### src/core/scps_defines.vh
// Purpose: Shared constants for the clock-enable and power state logic.
// Assumes: Plain Verilog-2005 tools.
// Notes: Included by bare name.
`ifndef SCPS_DEFINES_VH
`define SCPS_DEFINES_VH
`define SCPS_CLK_MHZ 40
`define SCPS_TRC_NS 70
`define SCPS_TMRD_CYC 2'h2
`define SCPS_OPCODE_W 12
`define SCPS_BANK_BIT 11
`define SCPS_BL_LSB 0
`define SCPS_BL_W 3
`define SCPS_BL_FULLPAGE 3'h7
`define SCPS_BURST_CNT_W 9
`define SCPS_FULLPAGE_LEN 9'h100
`define SCPS_OPCODE_RST 12'h000
`define SCPS_AP_BIT 10
`endif

### src/core/scps_power_ctrl.v
// Purpose: Command and clock-enable state logic of a two-bank synchronous DRAM.
// Assumes: Memory controller drives all pins synchronous to ref_clk.
// Notes: Data path and burst sequencing beyond a length counter are absent.
//
// Overview of operation
// All pins are sampled only on the rising clock edge.
// Mode set loads the twelve address levels; only with both banks idle.
// Refresh uses an internal row counter and ignores address pins.
// In self-refresh only clock enable is looked at; the code also needs a no-op on the command pins to leave it.
// Controller activates only idle banks, reads or writes only active ones.
// Burst stop acts only when burst length is full page.
// Bank commands are judged by the bank chosen by the bank select bit.
// Controller waits the bank-to-bank activate delay.
// Controller waits the active-to-precharge time before precharge.
// Auto-precharge closes the bank as soon as its burst ends; the code skips this for full-page bursts, which leave the bank open.
// Controller waits activate-to-column delay after an activate.
// Clock enable falling with both idle gives power-down, or self-refresh.
// Self-refresh entry only with both banks idle.
// Clock enable rising in self-refresh starts recovery; idle after row cycle.
// Clock enable low in recovery with no-op gives power-down next cycle.
// Clock enable rising ends power-down to idle; low keeps it.
// Elsewhere clock enable low suspends, high resumes, from next cycle.
// With both idle, strobes decode activate, precharge, refresh, mode set.
// Controller leaves two cycles after a mode set.
// A copy of last cycle's clock enable selects state transitions.
`timescale 1ns/1ps
`include "scps_defines.vh"
module scps_power_ctrl #(
  parameter ROW_W = 11
) (
  input wire ref_clk,
  input wire resetn,
  input wire clkEn,
  input wire csN,
  input wire rasN,
  input wire casN,
  input wire weN,
  input wire [`SCPS_OPCODE_W-1:0] addr,
  output reg [`SCPS_OPCODE_W-1:0] opCode,
  output reg [1:0] bankActive,
  output reg [1:0] bankBursting,
  output reg [ROW_W-1:0] refreshRow,
  output reg refreshPulse,
  output reg inPowerDown,
  output reg inSelfRefresh,
  output reg inRecovery,
  output reg clockSuspended,
  output reg illegalCmd
);
  localparam integer TRC_CYC = (`SCPS_TRC_NS * `SCPS_CLK_MHZ + 999) / 1000;
  localparam [4:0] ST_RUN = 5'h01;
  localparam [4:0] ST_PD = 5'h02;
  localparam [4:0] ST_SREF = 5'h04;
  localparam [4:0] ST_REC = 5'h08;
  localparam [4:0] ST_SUSP = 5'h10;

  reg rstMeta_q, rstSync_q;
  always @(posedge ref_clk or negedge resetn) begin
    if (!resetn) begin
      rstMeta_q <= 1'b0;
      rstSync_q <= 1'b0;
    end else begin
      rstMeta_q <= 1'b1;
      rstSync_q <= rstMeta_q;
    end
  end
  wire rstN = rstSync_q;

  wire isNop, isBst, isRd, isWr, isAct, isPre, isRef, isMrs;
  scps_cmd_decode uDec (
    .csN(csN),
    .rasN(rasN),
    .casN(casN),
    .weN(weN),
    .isNop(isNop),
    .isBurstStop(isBst),
    .isRead(isRd),
    .isWrite(isWr),
    .isActivate(isAct),
    .isPrecharge(isPre),
    .isRefresh(isRef),
    .isModeSet(isMrs)
  );

  reg [4:0] state_q, state_d;
  reg clkEnPrev_q;
  reg [7:0] recCnt_q;
  reg [1:0] mrsWait_q;
  reg [1:0] autoPre_q;
  reg [`SCPS_BURST_CNT_W-1:0] burstCnt_q [0:1];

  wire bankSel = addr[`SCPS_BANK_BIT];
  wire bothIdle = (bankActive == 2'h0) && (bankBursting == 2'h0);
  wire fullPage = (opCode[`SCPS_BL_LSB +: `SCPS_BL_W] == `SCPS_BL_FULLPAGE);
  wire [`SCPS_BURST_CNT_W-1:0] burstLen = fullPage ? `SCPS_FULLPAGE_LEN :
    ({{(`SCPS_BURST_CNT_W-1){1'b0}}, 1'b1} << opCode[`SCPS_BL_LSB +: 2]);
  wire running = (state_q == ST_RUN);
  wire cmdLive = running && clkEnPrev_q && clkEn;
  wire ceFall = clkEnPrev_q && !clkEn;
  wire ceRise = !clkEnPrev_q && clkEn;

  always @* begin
    state_d = state_q;
    case (state_q)
      ST_RUN: begin
        if (ceFall && bothIdle)
          state_d = (isRef) ? ST_SREF : ST_PD;
        else if (ceFall)
          state_d = ST_SUSP;
      end
      ST_PD: if (clkEn) state_d = ST_RUN;
      ST_SREF: if (ceRise && isNop) state_d = ST_REC;
      ST_REC: begin
        if (ceFall && isNop) state_d = ST_PD;
        else if (clkEn && recCnt_q == 8'h00) state_d = ST_RUN;
      end
      ST_SUSP: if (clkEn) state_d = ST_RUN;
      default: state_d = ST_RUN;
    endcase
  end

  always @(posedge ref_clk or negedge rstN) begin
    if (!rstN) begin
      state_q <= ST_RUN;
      clkEnPrev_q <= 1'b1;
      recCnt_q <= 8'h00;
    end else begin
      state_q <= state_d;
      clkEnPrev_q <= clkEn;
      if (state_q != ST_REC && state_d == ST_REC)
        recCnt_q <= TRC_CYC[7:0];
      else if (recCnt_q != 8'h00 && clkEn)
        recCnt_q <= recCnt_q - 8'h01;
    end
  end

  always @(posedge ref_clk or negedge rstN) begin
    if (!rstN) begin
      opCode <= `SCPS_OPCODE_RST;
      refreshRow <= {ROW_W{1'b0}};
      refreshPulse <= 1'b0;
      mrsWait_q <= 2'h0;
      illegalCmd <= 1'b0;
    end else begin
      refreshPulse <= 1'b0;
      illegalCmd <= 1'b0;
      if (mrsWait_q != 2'h0 && clkEn)
        mrsWait_q <= mrsWait_q - 2'h1;
      if (cmdLive && isMrs) begin
        if (bothIdle && mrsWait_q == 2'h0) begin
          opCode <= addr;
          mrsWait_q <= `SCPS_TMRD_CYC;
        end else
          illegalCmd <= 1'b1;
      end
      if (cmdLive && isRef) begin
        if (bothIdle) begin
          refreshRow <= refreshRow + {{(ROW_W-1){1'b0}}, 1'b1};
          refreshPulse <= 1'b1;
        end else
          illegalCmd <= 1'b1;
      end
      if (state_q == ST_SREF && state_d == ST_SREF && !clkEn)
        refreshRow <= refreshRow + {{(ROW_W-1){1'b0}}, 1'b1};
      if (cmdLive && isAct && bankActive[bankSel])
        illegalCmd <= 1'b1;
      if (cmdLive && (isRd || isWr) && !bankActive[bankSel])
        illegalCmd <= 1'b1;
      if (state_q == ST_REC && clkEn && !isNop)
        illegalCmd <= 1'b1;
    end
  end

  genvar b;
  generate
    for (b = 0; b < 2; b = b + 1) begin : gBank
      wire sel = (bankSel == (b != 0));
      wire bstDone = bankBursting[b] && !fullPage && burstCnt_q[b] == 9'h001;
      always @(posedge ref_clk or negedge rstN) begin
        if (!rstN) begin
          bankActive[b] <= 1'b0;
          bankBursting[b] <= 1'b0;
          autoPre_q[b] <= 1'b0;
          burstCnt_q[b] <= {`SCPS_BURST_CNT_W{1'b0}};
        end else if (running && clkEnPrev_q) begin
          if (bankBursting[b] && burstCnt_q[b] != 9'h000)
            burstCnt_q[b] <= burstCnt_q[b] - 9'h001;
          if (bstDone) begin
            bankBursting[b] <= 1'b0;
            if (autoPre_q[b]) begin
              bankActive[b] <= 1'b0;
              autoPre_q[b] <= 1'b0;
            end
          end
          if (clkEn) begin
            if (isAct && sel && !bankActive[b])
              bankActive[b] <= 1'b1;
            if ((isRd || isWr) && sel && bankActive[b]) begin
              bankBursting[b] <= 1'b1;
              autoPre_q[b] <= addr[`SCPS_AP_BIT];
              burstCnt_q[b] <= burstLen;
            end
            if (isBst && fullPage && bankBursting[b])
              bankBursting[b] <= 1'b0;
            if (isPre && (addr[`SCPS_AP_BIT] || sel)) begin
              bankActive[b] <= 1'b0;
              bankBursting[b] <= 1'b0;
              autoPre_q[b] <= 1'b0;
            end
          end
        end
      end
    end
  endgenerate

  always @* begin
    inPowerDown = (state_q == ST_PD);
    inSelfRefresh = (state_q == ST_SREF);
    inRecovery = (state_q == ST_REC);
    clockSuspended = (state_q == ST_SUSP);
  end
endmodule // scps_power_ctrl

### src/core/scps_cmd_decode.v
// Purpose: Decode of chip select, row strobe, column strobe and write enable.
// Assumes: Command pins are sampled by the caller on the rising clock edge.
// Notes: Pure combinational decode.
`timescale 1ns/1ps
module scps_cmd_decode (
  input wire csN,
  input wire rasN,
  input wire casN,
  input wire weN,
  output wire isNop,
  output wire isBurstStop,
  output wire isRead,
  output wire isWrite,
  output wire isActivate,
  output wire isPrecharge,
  output wire isRefresh,
  output wire isModeSet
);
  wire [3:0] cmd = {csN, rasN, casN, weN};
  // A deselect counts as no-operation.
  assign isNop = csN | (cmd == 4'h7);
  assign isBurstStop = (cmd == 4'h6);
  assign isRead = (cmd == 4'h5);
  assign isWrite = (cmd == 4'h4);
  assign isActivate = (cmd == 4'h3);
  assign isPrecharge = (cmd == 4'h2);
  assign isRefresh = (cmd == 4'h1);
  assign isModeSet = (cmd == 4'h0);
endmodule // scps_cmd_decode

### config.mk
export PLATFORM = sky130hd
export DESIGN_NAME = scps_power_ctrl
export DESIGN_NICKNAME = d
export VERILOG_FILES = /design/src/core/scps_power_ctrl.v /design/src/core/scps_cmd_decode.v
export VERILOG_INCLUDE_DIRS = /design/src /design/src/core
export SDC_FILE = /design/constraint.sdc
export NUM_CORES = 1
export LEC_CHECK = 0
export ABC_AREA = 1
export BUFFER_PORTS_ARGS = -buffer_cell sky130_fd_sc_hd__buf_2
export CAP_MARGIN = 20
export CORE_AREA = 2 2 105 107
export CTS_CLUSTER_DIAMETER = 150
export DETAILED_ROUTE_END_ITERATION = 7
export DIE_AREA = 0 0 107 109
export SYNTH_ARGS = -nofsm -noshare
export SYNTH_HDL_FRONTEND = slang
export SYNTH_SLANG_ARGS = --single-unit
export TNS_END_PERCENT = 100
### constraint.sdc
create_clock -name ref_clk -period 6.1 [get_ports ref_clk]
set_input_delay 1.22 -clock ref_clk [delete_from_list [all_inputs] [get_ports ref_clk]]
set_output_delay 1.22 -clock ref_clk [all_outputs]
set_load 0.05 [all_outputs]
### Word level (Yosys, flattened, before mapping)

Index checks and enable logic that the tools add are counted.

| cells by class | value |
|---|---|
| add/subtract/negate cells | 5 |
| $lt $le $gt $ge | 1 |
| equality and inequality tests | 18 |
| shift-type cells | 1 |
| mux-type cells | 62 |
| bitwise operators | 2 |
| reductions and logical operators | 67 |

Operators by type and width:

| operator | count |
|---|---|
| $mux 9 | 7 |
| $logic_and 1x1->1 | 42 |
| $mux 1 | 39 |
| $mux 11 | 3 |
| $mux 5 | 6 |
| $pmux 5 s4 | 1 |
| $eq 9x1->1 const B | 2 |
| $reduce_bool 9->1 | 2 |
| $sub 9x1->9 const B | 2 |
| $eq 4x3->1 const B | 4 |
| $mux 8 | 2 |
| $add 11x1->11 const B | 1 |
| $eq 5x3->1 const B | 2 |
| $eq 5x4->1 const B | 2 |
| $shl 1x2->9 const A | 1 |
| $eq 4x2->1 const B | 2 |
| $logic_not 8->1 | 1 |
| $reduce_bool 2->1 | 4 |
| $reduce_bool 8->1 | 1 |
| $sub 8x1->8 const B | 1 |
| $logic_not 1->1 | 7 |
| $logic_not 2->1 | 3 |
| $mux 2 | 3 |
| $eq 5x1->1 const B | 1 |
| other kinds (14) | 17 |

| word-level totals | value |
|---|---|
| register bits | 67 |
| bits of input ports | 19 |
| output and inout bits | 33 |

### Longest topological paths before layout

Gate-level depths: netlist of run 1.

| logic depth | value |
|---|---|
| word-level depth | 10 |
| gate-level depth with buffers | 10 |
| gate-level depth less buffers | 10 |

### Modules after synthesis

From an unflattened synthesis of run 1, not the netlist that was laid out.

| second synthesis, totals | value |
|---|---|
| cells, all modules | 562 |
| area total of the unflattened synthesis | 4101.4 sq um |

By module, submodules not included:

| module | instances | cells each | area an instance (sq um) | sequential area each (sq um) |
|---|---|---|---|---|
| scps_power_ctrl | 1 | 543 | 4028.9 | 1679.1 |
| scps_cmd_decode | 1 | 19 | 72.6 | 0.0 |

### Worst setup path after synthesis of run 1

No wires, ideal clock.

| path | value |
|---|---|
| path type | flip-flop to output port |
| from | reg state_q[1] |
| to | out inRecovery |
| arrival time | 1334 ps |
| required time | 4880 ps |
| setup slack | 3546 ps |
| stages on the path, launching flop included | 4 |
| cell sequence | dfrtp_1 -> nor2_2 -> nand2_1 -> nor3_2 |

| between the ends | value |
|---|---|
| longest elaborated chain between the ends | 1 |

RTL lines:

| element | RTL line | text |
|---|---|---|
| start: declaration | scps_power_ctrl.v:85 | `reg [4:0] state_q, state_d;` |
| start signal: assignment | scps_power_ctrl.v:128 | `state_q <= state_d;` |
| $eq 5x4->1 | scps_power_ctrl.v:219 | `inRecovery = (state_q == ST_REC);` |
| end: declaration | scps_power_ctrl.v:46 | `output reg inRecovery,` |

No other way between the ends.

### Worst setup path in the final report of run 1

Same ends and word-level chain as after synthesis.

==> results of run 1 <==
metal layers:
layer	vias to the layer above	wire length, µm	share of wire [%]
li1	1920	-	-
met1	1735	4500	46
met2	104	4660	48
met3	13	518	5.3
met4	0	124	1.3
met5	-	0	0
cells in the mapped netlist, types with 9 or more instances:
cell and n:
dfrtp_1 65, inv_1 70, inv_2 9, nand2_1 172
nand3_1 42, nand4_1 18, nor2_1 56, o21ai_0 12
o21ai_1 9, xnor2_1 10
where the power goes:
part           internal, mW  leakage, nW  switching (mW)  total, mW
registers             0.555        0.853           0.109      0.663
logic                 0.237         1.52           0.512      0.748
clock network         0.200        0.102           0.179      0.379
total                 0.991         2.47           0.799       1.79
metrics by stage:
| stage | instance area [µm²] | hold WS, ns | utilization (%) |
|---|---|---|---|
| after detailed placement | 4520 | 0.211 | 42.6 |
| after global routing | 4720 | 0.221 | 44.6 |
| final | 4720 | 0.184 | 44.6 |
| after global placement | 4520 | 0.202 | 42.6 |
| after CTS | 4720 | 0.207 | 44.6 |
| after floorplan | 4140 | 0.331 | - |
worst reg2reg max path: stages, from the launching register on:
cell and delay, ns:
dfstp_2 0.54, inv_1 0.08, nor2_4 0.14, nand3_4 0.13, nor2_4 0.47, nand3b_1 0.14
nand2_1 0.10, nand2_2 0.21, inv_2 0.20, nand2_1 0.07, nand2_1 0.06
sequential cells by signal (all words and copies together) (netlist names), 2 cells and up:
signal,cells
burstCnt_q,18
opCode,12
refreshRow,11
recCnt_q,8
state_q,5
autoPre_q,2
bankActive,2
bankBursting,2
mrsWait_q,2
worst max-delay path by stage:
| stage | endpoint | cells past startpoint |
|---|---|---|
| after CTS | inRecovery | 4 |
| after global routing | inRecovery | 4 |
| after floorplan | inRecovery | 3 |
| after global placement | burstCnt_q[10] | 8 |
| after detailed placement | burstCnt_q[9] | 8 |
| final | inRecovery | 4 |
layout make-up:
| cell class | instances | area [µm²] |
|---|---|---|
| fill | 1060 | 5880 |
| tap | 140 | 175 |
| multi-input combinational | 406 | 2110 |
| timing repair buffer | 52 | 263 |
| clock inverter | 6 | 65.1 |
| clock buffer | 10 | 138 |
| sequential | 67 | 1680 |
| inverter | 79 | 297 |
kinds of logic (layout without fill, tap and decap cells):
family	after synthesis	after routing	share of synthesized area, %
AOI/OAI and AO/OA	62	62	9.95
xor gates and xnor gates	17	17	3.60
adders and majority gates	8	8	2.42
buffers and inverters	87	147	8.44
DFF	67	67	40.6
other	1	1	0.0907
and+or+nand+nor	318	318	34.9
==> metrics.txt, run 1 <==
1st-pass router iterations=4; io pins=52; Max Root-Sink Buffers=2; final WL=9.81 mm; Max-Cap Viols=0; total track usage=18.2%; Setup crit start kind=flip-flop; Synth Instances=560; top cells by area, synth=dfrtp_1 39%, nand2_1 16%, inv_1 6.4%; nets=642; slowest CP cell=dfrtp_1; worst rel slew slack=58.5%; leakage power=2.47 nW; Worst Setup SP=state_q[1]; syn avg cell area=7.38 µm²; pin count of the biggest net entering global routing=49; DPL Wire Length=7.26 mm; most common cell after layout, fill and taps aside=nand2_1; # resized after CTS=0; synthesized flop and latch total=67; CP Buf/Inv Count=1; Worst R2R End=refreshRow[3]; clk_lat worst skew=0.35 ns; status=completed; Synth top area share=39.3%; Iteration-0 DRC Markers=211; DR vias=3772; final period utilization=46.7%; Worst Path Required=4.88 ns; minimum clock period=2.85 ns; setup ws final=3.25 ns; layout cells sized above 1=17.6%; fin cells=760; Fin Clk Skew=0.0148 ns; PD cells=379 nW/µm²; M1 GR Usage=24.4%; Min-Delay Path Class=reg2async; number of global-route vias before repair=3587; unrepaired setup endpoints after global routing=false; clock slew at reported path FFs=0.08 ns; sequential share of the synthesized area=40.6%; PnR Total Power=1.79 mW; initial antenna violation count=0; Post-DRT Antenna Nets=0; Final setup viols=0; Reg-to-Reg Start=state_q[0]; Post-synth top flop=dfrtp_1; internal reg-to-reg setup slack=3.92 ns; DIE AREA=11700 µm²; busiest grt layer=met2; post-route setup TNS=0 ns; most frequent cells in the layout=172 x nand2_1, 70 x inv_1, 64 x dfrtp_1; global route total overflow=0; Post-synth EDFFs=0; Die Y=109 µm; met2 Use GR=29.8%; async set-reset flop share out of synthesis=100%; row count=38; Vias per Instance=4.96; Crit path largest cell delay=0.46 ns; synthesized cell area=4140 µm²; worst slew pin tran=0.623 ns; Setup Buffers After CTS=0; Horiz. Die Dim=107 µm; Yosys top cell by area=dfrtp_1; first-pass GRT wire length=17.0 mm; maximum VDD drop=0.171 mV; Reg2Reg Depth=10; CTS Sinks=67; wire length per cell=12.9 µm; placed cells=744; Core Box Area=10600 µm²; DRC errors left=0; WP data arrival=1.63 ns; PortBufs=51; Setup CP Type=reg2out; RePlAce Congestion=0.890; hold_buf cts=0; fmax=351 MHz; CTS tree=yes; Place WS=3.38 ns; final hold violations=0; H-tree depth=3; Net Count, Synth=587; root buf cell=clkbuf_8; CTS Buf Count=9; Initial Util=39.0%; Antenna Cells=0; synth unique cells=39; Worst Path Max Fanout=5; CP endpoint kind=output pin; GRT met3 Usage=4.36%; Cell Chain, Critical Path=nor2_2 -> nand2_1 -> nor3_2 -> buf_2; critical path's top delay family=simple AND/OR/NAND/NOR gates; Syn. warnings=0; area grow syn2layout=14.3%; Slew Viols, Final=0
(Power assumes the default switching activity.)
==> inputs of run 2 (changes only) <==
--- a/config.mk
+++ b/config.mk
@@ -6,13 +6,13 @@
 export SDC_FILE = /design/constraint.sdc
 export NUM_CORES = 1
 export LEC_CHECK = 0
-export ABC_AREA = 1
+export ABC_AREA = 0
 export BUFFER_PORTS_ARGS = -buffer_cell sky130_fd_sc_hd__buf_2
 export CAP_MARGIN = 20
-export CORE_AREA = 2 2 105 107
+export CORE_AREA = 2 2 100 102
 export CTS_CLUSTER_DIAMETER = 150
 export DETAILED_ROUTE_END_ITERATION = 7
-export DIE_AREA = 0 0 107 109
+export DIE_AREA = 0 0 102 104
 export SYNTH_ARGS = -nofsm -noshare
 export SYNTH_HDL_FRONTEND = slang
 export SYNTH_SLANG_ARGS = --single-unit
==> constraint.sdc (replaced) <==
create_clock -name ref_clk -period 2.4 [get_ports ref_clk]
set_input_delay 0.48 -clock ref_clk [delete_from_list [all_inputs] [get_ports ref_clk]]
set_output_delay 0.48 -clock ref_clk [all_outputs]
set_load 0.05 [all_outputs]
==> metrics.txt, run 2 <==
Horiz. Die Dim=102 µm (-4.7%); DIE AREA=10600 µm² (-9.0%); CP Buf/Inv Count=2 (+1); io pins=52 (unchanged); area grow syn2layout=19.5%; PortBufs=51 (unchanged); CTS Buf Count=9 (unchanged); synthesized flop and latch total=67 (unchanged); global route total overflow=0 (unchanged); most frequent cells in the layout=64 x dfrtp_1, 51 x buf_2, 39 x nor2_1; fmax=450 MHz; Net Count, Synth=413 (-30%); layout cells sized above 1=22.9% (+5.3 points); Fin Clk Skew=0.00968 ns (-0.00514 ns); Crit path largest cell delay=0.44 ns (-0.02 ns); wire length per cell=15.0 µm (+16%); syn avg cell area=9.55 µm² (+29%); status=completed; WP data arrival=1.74 ns (+0.11 ns); post-route setup TNS=0 ns (unchanged); Final setup viols=0 (unchanged); CTS tree=yes; busiest grt layer=met2; nets=477 (-26%); clk_lat worst skew=0.35 ns (about the same); Cell Chain, Critical Path=nor3_1 -> nand3b_1 -> inv_1 -> buf_2; clock slew at reported path FFs=0.08 ns (about the same); CTS Sinks=67 (unchanged); most common cell after layout, fill and taps aside=dfrtp_1; Post-synth EDFFs=0 (unchanged); Synth top area share=44.1% (+4.8 points); final hold violations=0 (unchanged); Antenna Cells=0 (unchanged); count leader, synth=dfrtp_1; row count=36 (-5.3%); Worst R2R End=bankActive[0]; DR vias=3139 (-17%); dpl cell area=4180 µm² (-7.6%); Yosys top cell by area=dfrtp_1; part of the power in registers=41.3% (+4.2 points); Clock power frac=27.6% (+6.5 points); total track usage=17.7% (-0.48 points); Sw Ratio=37.5% (-7.1 points); Post-DRT Antenna Nets=0 (unchanged); M1 GR Usage=24.6% (+0.23 points); Syn. warnings=0 (unchanged); Adder-Cell Fraction of Synth Area=2.71% (+0.29 points); met2 Use GR=26.6% (-3.3 points); DPL Wire Length=6.40 mm (-12%); Largest register FFs=18 (unchanged); Slew Viols, Final=0 (unchanged); Post-synth top flop=dfrtp_1; H-tree depth=3 (unchanged); top cells by area, synth=dfrtp_1 44%, nor2_1 4.0%, nand2_1 3.8%; PnR Total Power=3.75 mW (+110%); RePlAce Congestion=0.881 (-1.1%); worst rel slew slack=57.6% (-0.88 points); Reg-to-Reg Start=state_q[0]; combinational share of power=31.1% (-11 points); Max Root-Sink Buffers=2 (unchanged); number of global-route vias before repair=3115 (-13%); Design Area, Final=4410 µm² (-6.8%); slowest CP cell=dfrtp_1; DRC errors left=0 (unchanged); WHS=0.264 ns (+0.0798 ns); minimum clock period=2.22 ns; Max-Cap Viols=0 (unchanged); P_sw=1.41 mW (+76%); internal reg-to-reg setup slack=0.29 ns (-3.63 ns); sequential share of the synthesized area=45.5% (+4.9 points); Synth Area in Simple Gates=24.5% (-10 points); final WL=8.81 mm (-10%); async set-reset flop share out of synthesis=100% (unchanged); worst slew pin tran=0.630 ns (+0.00738 ns); Worst Path Required=1.92 ns (-2.96 ns); initial antenna violation count=0 (unchanged); Synth Instances=386 (-31%); leakage power=2.00 nW (-19%); CP endpoint kind=output pin; 1st-pass router iterations=4 (unchanged); synthesized cell area=3690 µm² (-11%); commonest cells in the netlist=65 x dfrtp_1, 39 x nor2_1, 37 x nand2_1; Initial Util=38.6% (-0.39 points); Setup Buffers After CTS=0 (unchanged); hold_buf cts=1 (+1); largest reg by FF count=burstCnt_q; top flop regs=burstCnt_q x18, opCode x12, refreshRow x11; pin count of the biggest net entering global routing=43 (-12%); Die Y=104 µm (-4.6%); Synth Area in XOR/XNOR=3.56% (-0.038 points); placed cells=571 (-23%); PD cells=852 nW/µm² (+120%); final period utilization=92.5%; critical path's top delay family=simple AND/OR/NAND/NOR gates; # resized after CTS=0 (unchanged); root buf cell=clkbuf_8; first-pass GRT wire length=15.1 mm (-11%); Min-Delay Path Class=reg2async; Synth Area in Compound Gates=15.6% (+5.7 points); Reg2Reg Depth=6 (-4); unrepaired setup endpoints after global routing=false; CP Depth=4 (unchanged); largest family of logic cells by synthesized area=simple AND/OR/NAND/NOR gates; GRT met3 Usage=5.24% (+0.88 points); Iteration-0 DRC Markers=151 (-28%); Worst Path Max Fanout=5 (unchanged); Setup CP Type=reg2out; Int Pwr=2.34 mW (+140%); multiplexer share of the synthesized area=4.51% (+4.5 points); synth unique cells=71 (+82%); maximum VDD drop=0.382 mV (+120%); fin cells=588 (-23%); Core Box Area=9550 µm² (-9.9%); Setup crit start kind=flip-flop; Vias per Instance=5.34 (+7.6%)
run 2: worst max path at each step:
stage	endpoint	startpoint	slack (ns)
finish	inRecovery	state_q[4]	0.18
global route	inRecovery	state_q[4]	0.06
CTS	inRecovery	state_q[4]	0.18
detailed placement	opCode[5]	csN	0.19
global placement	opCode[2]	csN	0.19
floorplan	opCode[10]	bankBursting[1]	0.01
run 2: stage by stage:
step	setup WS, ns	utilization [%]
4_1_cts	0.180	46.1
3_3_place_gp	0.192	43.8
6_report	0.180	46.1
3_5_place_dp	0.188	43.8
5_1_grt	0.0628	46.1
2_1_floorplan	0.00967	-
run 2: layout make-up:
cell class,count,area (µm²)
Clock buffer,10,128
Clock inverter,6,90.1
Fill cell,937,5140
Inverter,17,63.8
Multi-Input combinational cell,289,1880
Sequential cell,67,1680
Tap cell,133,166
Timing Repair Buffer,66,395
run 2: kinds of logic after synthesis:
group,Yosys count
xor+xnor,15
compound gates,85
other cells,1
buf+inv,30
flops,67
fa+ha+maj,8
simple gates,167
mux,13
run 2: metal layers:
metal | routed length [µm] | up-vias
met3 | 471 | 12
met5 | 0 | -
met2 | 3980 | 77
met4 | 133 | 0
li1 | - | 1542
met1 | 4230 | 1508
run 2: power by group through the flow:
stage	Combinational, mW	Sequential (mW)	Clock (mW)
3_5_place_dp	1.16	1.57	0
5_1_grt	1.28	1.59	1.12
4_1_cts	1.17	1.55	1.07
2_1_floorplan	0.656	1.75	0
6_report	1.17	1.55	1.03
3_3_place_gp	1.15	1.56	0
==> inputs of run 3 (changes only) <==
--- a/config.mk
+++ b/config.mk
@@ -10,6 +10,7 @@
 export BUFFER_PORTS_ARGS = -buffer_cell sky130_fd_sc_hd__buf_2
 export CAP_MARGIN = 20
 export CORE_AREA = 2 2 100 102
+export CTS_BUF_LIST = sky130_fd_sc_hd__clkbuf_4 sky130_fd_sc_hd__clkbuf_8 sky130_fd_sc_hd__clkbuf_16
 export CTS_CLUSTER_DIAMETER = 150
 export DETAILED_ROUTE_END_ITERATION = 7
 export DIE_AREA = 0 0 102 104
==> metrics.txt, run 3 (synthesis gave the netlist of run 2 again) <==
status=completed; Antenna Cells=0 (unchanged); Sw Ratio=37.4% (-0.11 points); Clock power frac=27.8% (+0.2 points); most common cell after layout, fill and taps aside=dfrtp_1; critical path's top delay family=simple AND/OR/NAND/NOR gates; global route total overflow=0 (unchanged); Worst Setup SP=state_q[4]; CTS tree=yes; total track usage=17.7% (unchanged); Post-DRT Antenna Nets=0 (unchanged); Die Y=104 µm (unchanged); unrepaired setup endpoints after global routing=false; first-pass GRT wire length=15.1 mm (unchanged); Int Pwr=2.35 mW (+0.48%); clk_lat worst skew=0.35 ns (about the same); PD cells=853 nW/µm² (+0.22%); Horiz. Die Dim=102 µm (unchanged); io pins=52 (unchanged); Setup CP Type=reg2out; top flop regs=burstCnt_q x18, opCode x12, refreshRow x11; # resized after CTS=0 (unchanged); H-tree depth=3 (unchanged); worst rel slew slack=57.6% (unchanged); Max Root-Sink Buffers=2 (unchanged); root buf cell=clkbuf_8; CTS Sinks=67 (unchanged); Cell Chain, Critical Path=nor3_1 -> nand3b_1 -> inv_1 -> buf_2; leakage power=2.00 nW (+0.17%); Setup crit start kind=flip-flop; Worst Path Required=1.92 ns (about the same); clock slew at reported path FFs=0.08 ns (about the same); Crit path largest cell delay=0.44 ns (about the same); final WL=8.81 mm (unchanged); row count=36 (unchanged); Core Box Area=9550 µm² (unchanged); WP data arrival=1.74 ns (about the same); DPL Wire Length=6.40 mm (unchanged); Worst Path Max Fanout=5 (unchanged); CP Depth=4 (unchanged); minimum clock period=2.22 ns (unchanged); Iteration-0 DRC Markers=151 (unchanged); DR vias=3139 (unchanged); Largest register FFs=18 (unchanged); PnR Total Power=3.76 mW (+0.30%); largest reg by FF count=burstCnt_q; Slew Viols, Final=0 (unchanged); final period utilization=92.5% (unchanged); area grow syn2layout=19.6% (about the same); PortBufs=51 (unchanged); nets=477 (unchanged); DRC errors left=0 (unchanged); Final setup viols=0 (unchanged); Fin Clk Skew=0.00974 ns (+0.0000652 ns); CTS Buf Count=9 (unchanged); wire length per cell=15.0 µm (unchanged); fmax=450 MHz (unchanged); Reg2Reg Depth=6 (unchanged); Min-Delay Path Class=reg2async; slowest CP cell=dfrtp_1; layout cells sized above 1=23.1% (+0.22 points); Layout Utilization=46.2% (about the same); number of global-route vias before repair=3115 (unchanged); initial antenna violation count=0 (unchanged); 1st-pass router iterations=4 (unchanged); dpl cell area=4180 µm² (unchanged); Max-Cap Viols=0 (unchanged); Reg-to-Reg Start=state_q[0]; DIE AREA=10600 µm² (unchanged); worst slew pin tran=0.630 ns (unchanged); Setup Buffers After CTS=0 (unchanged); maximum VDD drop=0.382 mV (about the same); CP Buf/Inv Count=2 (unchanged); most frequent cells in the layout=64 x dfrtp_1, 51 x buf_2, 39 x nor2_1; pin count of the biggest net entering global routing=43 (unchanged); Design Area, Final=4410 µm² (about the same); combinational share of power=31.0% (about the same); RePlAce Congestion=0.881 (unchanged); CP endpoint kind=output pin; final hold violations=0 (unchanged); post-route setup TNS=0 ns (unchanged); Vias per Instance=5.34 (unchanged); P_sw=1.41 mW (about the same); part of the power in registers=41.2% (about the same); Initial Util=38.6% (unchanged)
## run 3: cell count changes in the layout (fill, tap and decap cells not counted)
cell      previous run  this run
clkbuf_1             1         0
clkbuf_4             0         1
## run 3: path summary, 6_finish.rpt
check	end	slack (ns)
setup / recovery	inRecovery	0.18
setup reg to reg	bankActive[0]	0.29
min in group ref_clk	opCode[1]	0.34
max in group asynchronous	state_q[0]	1.44
hold / removal	refreshRow[8]	0.26
hold reg to reg	refreshRow[8]	0.26
## run 3: what timing repair did
item,4_1_cts,5_1_grt
endpoints found under the setup margin,0,0
hold buffers,1,0
endpoints found under the hold margin,2,0
## run 3: stage by stage
| stage | hold WS, ns | instances | worst slack [ns] |
|---|---|---|---|
| 3_5_place_dp | 0.268 | 571 | 0.188 |
| 5_1_grt | 0.318 | 588 | 0.0628 |
| 3_3_place_gp | 0.265 | 571 | 0.192 |
| 6_report | 0.264 | 588 | 0.180 |
| 4_1_cts | 0.288 | 588 | 0.180 |
| 2_1_floorplan | 0.184 | 386 | 0.00967 |
## run 3: cell type report
| type | count | area (µm²) |
|---|---|---|
| sequential | 67 | 1680 |
| multi-input combinational | 289 | 1880 |
| fill | 937 | 5140 |
| inverter | 17 | 63.8 |
| tap | 133 | 166 |
| clock buffer | 10 | 131 |
| clock inverter | 6 | 90.1 |
| timing repair buffer | 66 | 395 |
## run 3: power groups by stage
stage	clock network [mW]	registers [mW]	logic, mW
floorplan	0	1.75	0.656
finish	1.05	1.55	1.17
CTS	1.08	1.55	1.17
global route	1.13	1.59	1.28
detailed placement	0	1.57	1.16
global placement	0	1.56	1.15
## run 3: per-layer routing
metal	vias to the layer above	GRT usage (%)	routed length (µm)
li1	1542	-	-
met4	0	5.24	133
met1	1508	24.6	4230
met3	12	5.24	471
met2	77	26.6	3980
met5	-	0	0
## run 3: worst reg2reg max path, cell delays in order (launching register included)
cell       delay [ns]
dfstp_2          0.57
nor2b_1          0.18
nand3_1          0.33
a2111oi_1        0.47
buf_4            0.19
a31oi_1          0.04
a22o_1           0.23
